`src/design/rsr_exec_pkg.sv`:
```
// shared constants and carriers for the rotate / subtract / return executor
package rsr_exec_pkg;

    // ------------------------------------------------------------------
    // widths and RAM depth
    // ------------------------------------------------------------------
    localparam int INSTR_W = 16;
    localparam int NIB_W   = 4;
    localparam int ADDR_W  = 7;
    localparam int PC_W    = 11;
    localparam int RAM_N   = 128;

    // ------------------------------------------------------------------
    // opcode prefixes and field positions
    // ------------------------------------------------------------------
    localparam logic [8:0]  OP_ROTATE_RIGHT   = 9'h09B;
    localparam logic [7:0]  OP_SUB_MEM        = 8'h14;
    localparam logic [7:0]  OP_SUB_MEM_WB     = 8'h16;
    localparam logic [7:0]  OP_SUB_IMM        = 8'h0E;
    localparam logic [7:0]  OP_SUB_IMM_WB     = 8'h0F;
    localparam logic [15:0] OP_RETURN         = 16'h0200;
    localparam int PFX9_LSB = 7;
    localparam int PFX8_LSB = 8;
    localparam int IMM_LSB  = 4;
    localparam int WREG_LSB = 0;
    localparam int MEM_LSB  = 0;
    localparam int SPARE_BIT = 7;

    // ------------------------------------------------------------------
    // reset values and counter step
    // ------------------------------------------------------------------
    localparam logic [NIB_W-1:0] ACC_RST = 4'h0;
    localparam logic [PC_W-1:0]  PC_RST  = 11'h000;
    localparam logic [PC_W-1:0]  PC_STEP = 11'h001;

    // one data-RAM write
    typedef struct packed {
        logic              we;
        logic [ADDR_W-1:0] addr;
        logic [NIB_W-1:0]  data;
    } ram_write_t;

    // result register plus carry flag
    typedef struct packed {
        logic [NIB_W-1:0] acc;
        logic             carry;
    } alu_state_t;

    // decoded instruction class, one-hot
    typedef enum logic [5:0] {
        OPC_NONE   = 6'b000001,
        OPC_ROT    = 6'b000010,
        OPC_RET    = 6'b000100,
        OPC_SUBM   = 6'b001000,
        OPC_SUBMWB = 6'b010000,
        OPC_SUBI   = 6'b100000
    } opclass_t;

endpackage

```
`src/design/rsr_exec.sv`:
```
// executor for rotate-right, subroutine return and subtract-with-borrow
`timescale 1ns/1ns
module rsr_exec
    import rsr_exec_pkg::*;
(
    input  wire logic                SYS_CLK,
    input  wire logic                RST,
    input  wire logic                INSTR_VALID,
    input  wire logic [INSTR_W-1:0]  INSTR,
    input  wire logic [PC_W-1:0]     STACK_TOP,
    input  wire ram_write_t          LOAD,
    input  wire logic                PRESET_EN,
    input  wire alu_state_t          PRESET,
    input  wire logic [ADDR_W-1:0]   PEEK_ADDR,
    output logic [NIB_W-1:0]         PEEK_DATA,
    output logic [NIB_W-1:0]         RESULT_REGISTER,
    output logic                     CARRY_FLAG,
    output logic                     ZERO_FLAG,
    output logic [PC_W-1:0]          PROGRAM_COUNTER,
    output logic                     STACK_POP,
    output logic                     DONE,
    output ram_write_t               RAM_WRITE
);

    // ------------------------------------------------------------------
    // helpers
    // ------------------------------------------------------------------
    // borrow in bit 4, difference in bits 3:0
    function automatic logic [NIB_W:0] sub_borrow(
        input logic [NIB_W-1:0] a,
        input logic [NIB_W-1:0] b,
        input logic             c);
        logic [NIB_W:0] d;
        d = {1'b0, a} - {1'b0, b} - {{NIB_W{1'b0}}, c};
        return d;
    endfunction

    function automatic logic is_zero(input logic [NIB_W-1:0] v);
        return v == '0;
    endfunction

    // ------------------------------------------------------------------
    // storage: data RAM, working registers are its low 16 words
    // ------------------------------------------------------------------
    logic [NIB_W-1:0] ram [RAM_N];

    // ------------------------------------------------------------------
    // decode
    // ------------------------------------------------------------------
    opclass_t          opc;
    logic              imm_wb;
    logic              mem_wb;
    logic [ADDR_W-1:0] mem_addr;
    logic [ADDR_W-1:0] wreg_addr;
    logic [NIB_W-1:0]  imm;
    logic [7:0]        pfx8;

    assign pfx8      = INSTR[INSTR_W-1:PFX8_LSB];
    assign mem_addr  = INSTR[MEM_LSB +: ADDR_W];
    assign imm       = INSTR[IMM_LSB +: NIB_W];
    assign wreg_addr = {3'h0, INSTR[WREG_LSB +: NIB_W]};

    always_comb begin
        opc    = OPC_NONE;
        imm_wb = 1'b0;
        mem_wb = 1'b0;
        if (INSTR[INSTR_W-1:PFX9_LSB] == OP_ROTATE_RIGHT) begin
            opc = OPC_ROT;
        end else if (INSTR == OP_RETURN) begin
            opc = OPC_RET;
        end else if (pfx8 == OP_SUB_MEM && !INSTR[SPARE_BIT]) begin
            opc = OPC_SUBM;
        end else if (pfx8 == OP_SUB_MEM_WB && !INSTR[SPARE_BIT]) begin
            opc    = OPC_SUBMWB;
            mem_wb = 1'b1;
        end else if (pfx8 == OP_SUB_IMM || pfx8 == OP_SUB_IMM_WB) begin
            opc    = OPC_SUBI;
            imm_wb = pfx8 == OP_SUB_IMM_WB;
        end
    end

    // ------------------------------------------------------------------
    // datapath
    // ------------------------------------------------------------------
    logic [NIB_W-1:0]  operand;
    logic [NIB_W:0]    diff;
    logic [NIB_W-1:0]  next_acc;
    logic              next_carry;
    logic              exec;
    ram_write_t        next_write;

    assign exec    = INSTR_VALID && opc != OPC_NONE && opc != OPC_RET;
    assign operand = ram[(opc == OPC_SUBI) ? wreg_addr : mem_addr];

    always_comb begin
        diff       = '0;
        next_acc   = RESULT_REGISTER;
        next_carry = CARRY_FLAG;
        next_write = '0;
        unique case (opc)
            OPC_ROT: begin
                next_acc   = {CARRY_FLAG, operand[NIB_W-1:1]};
                next_carry = operand[0];
                next_write = '{we: 1'b1, addr: mem_addr,
                               data: next_acc};
            end
            OPC_SUBM, OPC_SUBMWB: begin
                // binary only, no decimal adjust
                diff       = sub_borrow(operand, RESULT_REGISTER,
                                        CARRY_FLAG);
                next_acc   = diff[NIB_W-1:0];
                next_carry = diff[NIB_W];
                next_write = '{we: mem_wb, addr: mem_addr,
                               data: diff[NIB_W-1:0]};
            end
            OPC_SUBI: begin
                diff       = sub_borrow(operand, imm, CARRY_FLAG);
                next_acc   = diff[NIB_W-1:0];
                next_carry = diff[NIB_W];
                next_write = '{we: imm_wb, addr: wreg_addr,
                               data: diff[NIB_W-1:0]};
            end
            OPC_NONE, OPC_RET: begin
            end
        endcase
    end

    // ------------------------------------------------------------------
    // result register and flags
    // ------------------------------------------------------------------
    always_ff @(posedge SYS_CLK or posedge RST) begin
        if (RST) begin
            RESULT_REGISTER <= ACC_RST;
            CARRY_FLAG      <= 1'b0;
            ZERO_FLAG       <= 1'b1;
        end else if (exec) begin
            RESULT_REGISTER <= next_acc;
            CARRY_FLAG      <= next_carry;
            ZERO_FLAG       <= is_zero(next_acc);
        end else if (PRESET_EN) begin
            RESULT_REGISTER <= PRESET.acc;
            CARRY_FLAG      <= PRESET.carry;
            ZERO_FLAG       <= is_zero(PRESET.acc);
        end
    end

    // ------------------------------------------------------------------
    // data RAM; execution write beats a load to keep the result coherent
    // ------------------------------------------------------------------
    always_ff @(posedge SYS_CLK) begin
        if (exec && next_write.we) begin
            ram[next_write.addr] <= next_write.data;
        end else if (LOAD.we) begin
            ram[LOAD.addr] <= LOAD.data;
        end
    end

    always_ff @(posedge SYS_CLK or posedge RST) begin
        if (RST) begin
            RAM_WRITE <= '0;
            PEEK_DATA <= '0;
        end else begin
            RAM_WRITE <= exec ? next_write : '0;
            PEEK_DATA <= ram[PEEK_ADDR];
        end
    end

    // ------------------------------------------------------------------
    // program counter; other instructions just step past
    // ------------------------------------------------------------------
    always_ff @(posedge SYS_CLK or posedge RST) begin
        if (RST) begin
            PROGRAM_COUNTER <= PC_RST;
            STACK_POP       <= 1'b0;
            DONE            <= 1'b0;
        end else begin
            STACK_POP <= INSTR_VALID && opc == OPC_RET;
            DONE      <= INSTR_VALID;
            if (INSTR_VALID && opc == OPC_RET) begin
                PROGRAM_COUNTER <= STACK_TOP;
            end else if (INSTR_VALID) begin
                PROGRAM_COUNTER <= PROGRAM_COUNTER + PC_STEP;
            end
        end
    end
endmodule // rsr_exec

```
`config.mk`:
```
export PLATFORM = sky130hd
export DESIGN_NAME = rsr_exec
export DESIGN_NICKNAME = d
export VERILOG_FILES = /design/src/design/rsr_exec_pkg.sv /design/src/design/rsr_exec.sv
export SDC_FILE = /design/constraint.sdc
export NUM_CORES = 1
export LEC_CHECK = 0
export ABC_CLOCK_PERIOD_IN_PS = 25200
export BUFFER_PORTS_ARGS = -buffer_cell sky130_fd_sc_hd__buf_2
export CORE_ASPECT_RATIO = 1.75
export CORE_MARGIN = 2
export CORE_UTILIZATION = 50
export CTS_CLUSTER_DIAMETER = 120
export CTS_CLUSTER_SIZE = 12
export DETAILED_ROUTE_END_ITERATION = 16
export PLACE_DENSITY = 0.66
export SLEW_MARGIN = 20
export SYNTH_ARGS = -nofsm -noshare
export SYNTH_HDL_FRONTEND = slang
export SYNTH_SLANG_ARGS = --single-unit
```
`constraint.sdc`:
```
create_clock -name SYS_CLK -period 25.2 [get_ports SYS_CLK]
set_input_delay 2.52 -clock SYS_CLK [delete_from_list [all_inputs] [get_ports SYS_CLK]]
set_output_delay 2.52 -clock SYS_CLK [all_outputs]
set_load 0.02 [all_outputs]
```
==> flow_metrics.env, run 1 <==
export IMPL_port_buffers=89
export IMPL_cts_buffers=51
export IMPL_period_minus_slack_ns=8.50
export IMPL_syn2layout_area_growth_pct=9.62
export IMPL_synth_top_family_by_area="multiplexers"
export IMPL_cp_data_required_time_ns=25.50
export IMPL_critPathLaunchType="input pin"
export IMPL_antenna_found_initial=4
export IMPL_hold_viol=0
export IMPL_syn_inst=1557
export IMPL_cts_sinks=547
export IMPL_critPathArrivalTime_ns=8.80
export IMPL_syn_area_sq_um=26900
export IMPL_cts_root_buffer="clkbuf_16"
export IMPL_std_cell_rows=112
export IMPL_ant_nets=0
export IMPL_skew_ns=0.0183
export IMPL_post_cts_buffers=0
export IMPL_drt_wl_total_mm=80.9
export IMPL_tns_ns=0
export IMPL_startpoint="INSTR[0]"
export IMPL_muxShareOfSynthArea=0.268
export IMPL_layout_commonest_cell="edfxtp_1"
export IMPL_layout_common_cells="edfxtp_1, mux4_2, nor2_1, buf_2, mux2i_1"
export IMPL_synth_xor_area_frac=0.00358
export IMPL_max_freq_mhz=118
export IMPL_ir_drop_uv=48.7
export IMPL_h_tree_depth=2
export IMPL_p_leak_uw=0.00985
export IMPL_syn_num_nets=1625
export IMPL_place_hpwl_mm=54.8
export IMPL_nets=1688
export IMPL_cts_tree="built"
export IMPL_multi_input_area_sq_um=10200
export IMPL_top_level_ports=90
export IMPL_ys_seq_area_frac=0.603
export IMPL_synthFlopType="edfxtp_1"
export IMPL_drtPass1Iterations=7
export IMPL_worstSkewPairLatency_ns=0.62
export IMPL_max_cap_violations=0
export IMPL_initial_utilization=0.506
export IMPL_max_slew_worst_pin_slew_ns=1.12
export IMPL_ctsResizeCount=0
export IMPL_coreArea_sq_um=53300
export IMPL_ys_async_sr_fraction=0.0640
export IMPL_status="finished clean"
export IMPL_syn_area_per_cell_sq_um=17.3
export IMPL_synth_adder_area_share=0.00715
export IMPL_fin_crit_sh=0.337
export IMPL_power_density_nw_per_um2=66.0
export IMPL_grt_pass1_vias=16700
export IMPL_synth_compound_area_share=0.0334
export IMPL_place_area_sq_um=28000
export IMPL_clk_pin_slew_worst_paths_ns=0.06
export IMPL_final_max_slew_violation_count=0
export IMPL_criticalPathCategory="input pin to flop"
export IMPL_clockBufferDepth=3
export IMPL_design_area_sq_um=29500
export IMPL_fp_dieH_microns=311
export IMPL_rsz0062_at_grt="false"
export IMPL_hp_class="flop to flop"
export IMPL_synth_cell_type_count=73
export IMPL_slew_headroom=0.243
export IMPL_synth_edf_count=512
export IMPL_p_total_uw=1950
export IMPL_die_x_microns=179
export IMPL_drive_above_1_share=0.297
export IMPL_dr_first_iter_drc_count=1891
export IMPL_worstReg2RegStart="ram[100][0]"
export IMPL_nFillCells=4151
export IMPL_grt_total_usage=0.291
export IMPL_synth_seq_cells=547
export IMPL_vias_per_cell=6.89
export IMPL_seqCellArea_sq_um=16300
export IMPL_end_kind="flop"
export IMPL_drc=0
export IMPL_yosys_area_share_simple=0.0647
export IMPL_gp_congestion=0.931
export IMPL_postCtsHoldBufs=0
export IMPL_grt_pass1_wl_mm=117
export IMPL_ys_warn_count=0
export IMPL_worstHoldStart="PROGRAM_COUNTER[8]"
export IMPL_vias=16200
export IMPL_setup_viol=0
export IMPL_grt_max_degree=113
export IMPL_dieArea_sq_um=55800
export IMPL_grt_ovfl_total=0
export IMPL_crit_path_max_fanout=93
export IMPL_wl_per_cell_microns=34.4
state kept, by name, indices dropped and copies added, names as in the netlist, 4 cells and up:
| signal | flops |
|---|---|
| PROGRAM_COUNTER | 11 |
| PEEK_DATA | 4 |
| RAM_WRITE | 12 |
| ram | 512 |
| RESULT_REGISTER | 4 |
per-layer routing:
metal / GRT usage / vias to the layer above / share of wire
li1: - / 6550 / -
met1: 0.343 / 8487 / 0.34
met2: 0.501 / 905 / 0.51
met3: 0.0467 / 244 / 0.075
met4: 0.174 / 4 / 0.070
met5: 0 / - / 0.00033
logic make-up (layout without fill, tap and decap cells):
| kind of cell | after synthesis | after routing |
|---|---|---|
| simple gates | 361 | 361 |
| other cells | 0 | 2 |
| fa+ha+maj | 13 | 13 |
| xor+xnor | 11 | 11 |
| compound gates | 126 | 126 |
| buf+inv | 124 | 230 |
| mux | 375 | 375 |
| flops | 547 | 547 |
Yosys cell counts (3+ instances only):
library cell | count | area (sq um)
edfxtp_1 | 512 | 15400
mux4_2 | 274 | 6170
nor2_1 | 162 | 608
mux2i_1 | 82 | 821
nand2_1 | 69 | 259
clkbuf_1 | 57 | 214
dfrtp_1 | 34 | 851
a22oi_1 | 25 | 188
a21oi_1 | 24 | 120
nand3_1 | 21 | 105
o21ai_0 | 21 | 105
buf_2 | 20 | 100
buf_1 | 18 | 67.6
nor2b_1 | 18 | 113
inv_1 | 17 | 63.8
mux2_2 | 17 | 191
nand2b_1 | 13 | 81.3
nor3_1 | 13 | 65.1
nand4_1 | 10 | 62.6
ha_1 | 9 | 113
and2_1 | 8 | 50.1
buf_4 | 8 | 60.1
xor2_1 | 8 | 70.1
a31oi_1 | 7 | 43.8
nand3b_1 | 6 | 45.0
nor4_1 | 6 | 37.5
o2111ai_1 | 6 | 52.6
o211ai_1 | 6 | 45.0
and3_1 | 5 | 31.3
nand2b_4 | 5 | 68.8
or2_2 | 5 | 31.3
and4_1 | 4 | 35.0
fa_1 | 4 | 80.1
a211oi_1 | 3 | 22.5
a221o_1 | 3 | 30.0
a221oi_1 | 3 | 26.3
a22o_1 | 3 | 26.3
a31o_2 | 3 | 26.3
buf_6 | 3 | 33.8
o22ai_1 | 3 | 18.8
xnor2_1 | 3 | 26.3
worst max-delay path, stage by stage:
cell and delay, ns:
buf_8 0.53, buf_12 0.55, mux4_2 0.60, mux4_2 0.54, nand2_1 0.11, a21oi_1 0.12
a21oi_1 0.37, o21ai_0 0.40, fa_1 0.55, inv_1 0.10, fa_1 0.41, o21ai_0 0.27
or2_2 0.17, mux2_4 0.51, buf_4 0.67
through the flow:
step           instances  setup slack (ns)  hold WS (ns)   util
3_5_place_dp        2250             15.72         0.563  0.526
4_1_cts             2346             16.33         0.573  0.554
5_1_grt             2349             16.46         0.623  0.555
2_1_floorplan       1557             14.26         0.651      -
3_3_place_gp        2250             15.88         0.558  0.526
6_report            2349             16.70         0.569  0.555
where the power goes:
| part | switching [uW] | internal (uW) |
|---|---|---|
| Sequential | 9.62 | 1000 |
| Combinational | 132 | 84.1 |
| Clock | 337 | 382 |
| Total | 479 | 1470 |
layout make-up:
cell class / instances / area share
Sequential cell: 547 / 0.550
Tap cell: 684 / 0.0290
Timing Repair Buffer: 116 / 0.0241
Inverter: 18 / 0.00229
Antenna cell: 2 / 0.000169
Clock buffer: 92 / 0.0484
Multi-Input combinational cell: 886 / 0.345
Clock inverter: 4 / 0.00114
worst paths after layout:
kind,to,slack [ns],depth (start not counted)
max,ram[119][1],16.70,15
min,PROGRAM_COUNTER[8],0.57,1
max reg2reg,ram[119][1],19.64,13
min reg2reg,PROGRAM_COUNTER[8],0.57,1
max in group asynchronous,RAM_WRITE[8],22.78,3
min in group asynchronous,RESULT_REGISTER[1],2.03,3
(Power assumes the default switching activity.)
==> run 2: changes to the inputs <==
- ABC_CLOCK_PERIOD_IN_PS: 25200 -> 7050
- PLACE_DENSITY: 0.66 -> 0.69
- clock period: 25.2 -> 7.05 ns (I/O delays scaled with it)
==> run 2 against run 1 <==
  * Sequential cell count is the same
  * Critical path depth is the same
  * Register-to-register slack got worse by 17 ns
  * Clock skew rose by 0.0091 ns
  * Global-route usage is 0.77 points lower
  * Worst setup slack worse by 16 ns
  * Count of clock-buffer cells in the layout is 8 lower
  * Core utilization is 0.29 points higher
  * Final cell count increased by 0.13%
  * Die area unchanged
  * Clock power rose to 3.5 times the previous value
==> flow_metrics.env, run 2 (same netlist as run 1, synthesis figures left out) <==
export IMPL_antenna_found_initial=3
export IMPL_end_kind="flop"
export IMPL_worstRegToRegCells=12
export IMPL_max_cap_violations=0
export IMPL_rsz0062_at_grt="false"
export IMPL_max_slew_worst_pin_slew_ns=1.13
export IMPL_coreArea_sq_um=53300
export IMPL_ctsResizeCount=0
export IMPL_max_freq_mhz=170
export IMPL_post_cts_buffers=0
export IMPL_place_area_sq_um=28200
export IMPL_cp_slowest_cell="a21oi_1"
export IMPL_drc=0
export IMPL_std_cell_rows=112
export IMPL_largest_registers="ram x512, RAM_WRITE x12, PROGRAM_COUNTER x11"
export IMPL_grt_pass1_vias=16700
export IMPL_ir_drop_uv=162
export IMPL_top_register="ram"
export IMPL_drtPass1Iterations=6
export IMPL_nFillCells=4120
export IMPL_fin_crit_sh=0.833
export IMPL_criticalPathCategory="input pin to flop"
export IMPL_ant_nets=0
export IMPL_power_density_nw_per_um2=233
export IMPL_crit_top_cell="a21oi_1"
export IMPL_syn2layout_area_growth_pct=10.2
export IMPL_cts_sinks=547
export IMPL_critical_path_cell_chain="buf_2 > inv_1 > a21oi_1 > o211ai_1 > a31oi_1 > o211ai_1 > ha_1 > inv_1 > ha_1 > nor2b_1 > a21oi_1 > o22ai_1 > a21oi_1 > a31oi_4 > buf_4"
export IMPL_skew_ns=0.0275
export IMPL_startpoint="INSTR[4]"
export IMPL_crit_cells=15
export IMPL_h_tree_depth=2
export IMPL_hp_class="input pin to asynchronous set/reset pin"
export IMPL_cts_buffers=51
export IMPL_regToRegSetupSlack_ns=2.20
export IMPL_grt_max_degree=129
export IMPL_initial_utilization=0.506
export IMPL_cts_tree="built"
export IMPL_dieArea_sq_um=55800
export IMPL_largest_register_ffs=512
export IMPL_clk_pin_slew_worst_paths_ns=0.07
export IMPL_grt_total_usage=0.283
export IMPL_wl_per_cell_microns=33.2
export IMPL_top_level_ports=90
export IMPL_fp_dieH_microns=311
export IMPL_cpPeakStageDelay_ns=1.04
export IMPL_slew_headroom=0.247
export IMPL_layout_commonest_cell="edfxtp_1"
export IMPL_cp_data_required_time_ns=7.37
export IMPL_hold_viol=0
export IMPL_p_leak_uw=0.00994
export IMPL_setup_viol=0
export IMPL_die_x_microns=179
export IMPL_final_max_slew_violation_count=0
export IMPL_vias_per_cell=6.85
export IMPL_critPathArrivalTime_ns=6.19
export IMPL_cp_num_buf_inv=4
export IMPL_dr_first_iter_drc_count=1768
export IMPL_gp_congestion=0.911
export IMPL_drive_above_1_share=0.304
export IMPL_clockBufferDepth=3
export IMPL_worstSkewPairLatency_ns=0.60
export IMPL_grt_pass1_wl_mm=114
export IMPL_port_buffers=89
export IMPL_cts_root_buffer="clkbuf_16"
export IMPL_grt_ovfl_total=0
export IMPL_layout_common_cells="edfxtp_1, mux4_2, nor2_1, buf_2, mux2i_1"
export IMPL_design_area_sq_um=29700
export IMPL_critPathLaunchType="input pin"
export IMPL_postCtsHoldBufs=0
export IMPL_worstReg2RegStart="ram[42][0]"
export IMPL_nets=1702
export IMPL_place_hpwl_mm=53.5
export IMPL_tns_ns=0
export IMPL_crit_path_max_fanout=18
export IMPL_status="finished clean"
export IMPL_r2r_end="ram[126][2]"
export IMPL_drt_wl_total_mm=78.2
export IMPL_period_minus_slack_ns=5.87
export IMPL_vias=16100
export IMPL_path_delay_family="compound AO/OA/AOI/OAI gates"
[run 2: per-layer routing]
metal	part of all wire	vias up	track usage
met5	0.00017	-	0
met4	0.070	2	0.172
met3	0.074	231	0.0476
met2	0.52	891	0.488
met1	0.34	8440	0.331
li1	-	6555	-
[run 2: layout make-up]
class | instances | area (sq um) | share of cell area
tap | 684 | 856 | 0.0288
inverter | 18 | 67.6 | 0.00228
antenna | 2 | 5.00 | 0.000169
timing repair buffer | 130 | 880 | 0.0296
clock inverter | 1 | 7.51 | 0.000253
multi-input combinational | 886 | 10200 | 0.343
sequential | 547 | 16300 | 0.547
clock buffer | 84 | 1440 | 0.0486
[run 2: worst max path at each step]
stage / end
floorplan: ram[0][3]
global route: ram[83][3]
detailed placement: ram[85][3]
global placement: ram[81][3]
finish: ram[83][3]
CTS: ram[69][3]
[run 2: per-stage QoR]
stage / power [uW] / setup slack [ns] / util / hold WS, ns / instances
3_5_place_dp: 4460 / 0.728 / 0.530 / 0.562 / 2265
3_3_place_gp: 4450 / 0.795 / 0.530 / 0.547 / 2265
6_report: 6930 / 1.18 / 0.557 / 0.238 / 2352
2_1_floorplan: 4180 / 1.01 / - / 0.651 / 1557
4_1_cts: 6960 / 1.33 / 0.557 / 0.234 / 2350
5_1_grt: 7110 / 1.04 / 0.557 / 0.279 / 2352
[run 2: tightest hold or removal path: cells and delay by family]
family / cells / cell delay [ns]
buffers and inverters: 3 / 0.59
[run 2: report_power, final]
part	switching, uW	internal, uW	total (uW)
combinational	465	311	776
clock	1150	1380	2530
sequential	32.5	3590	3620
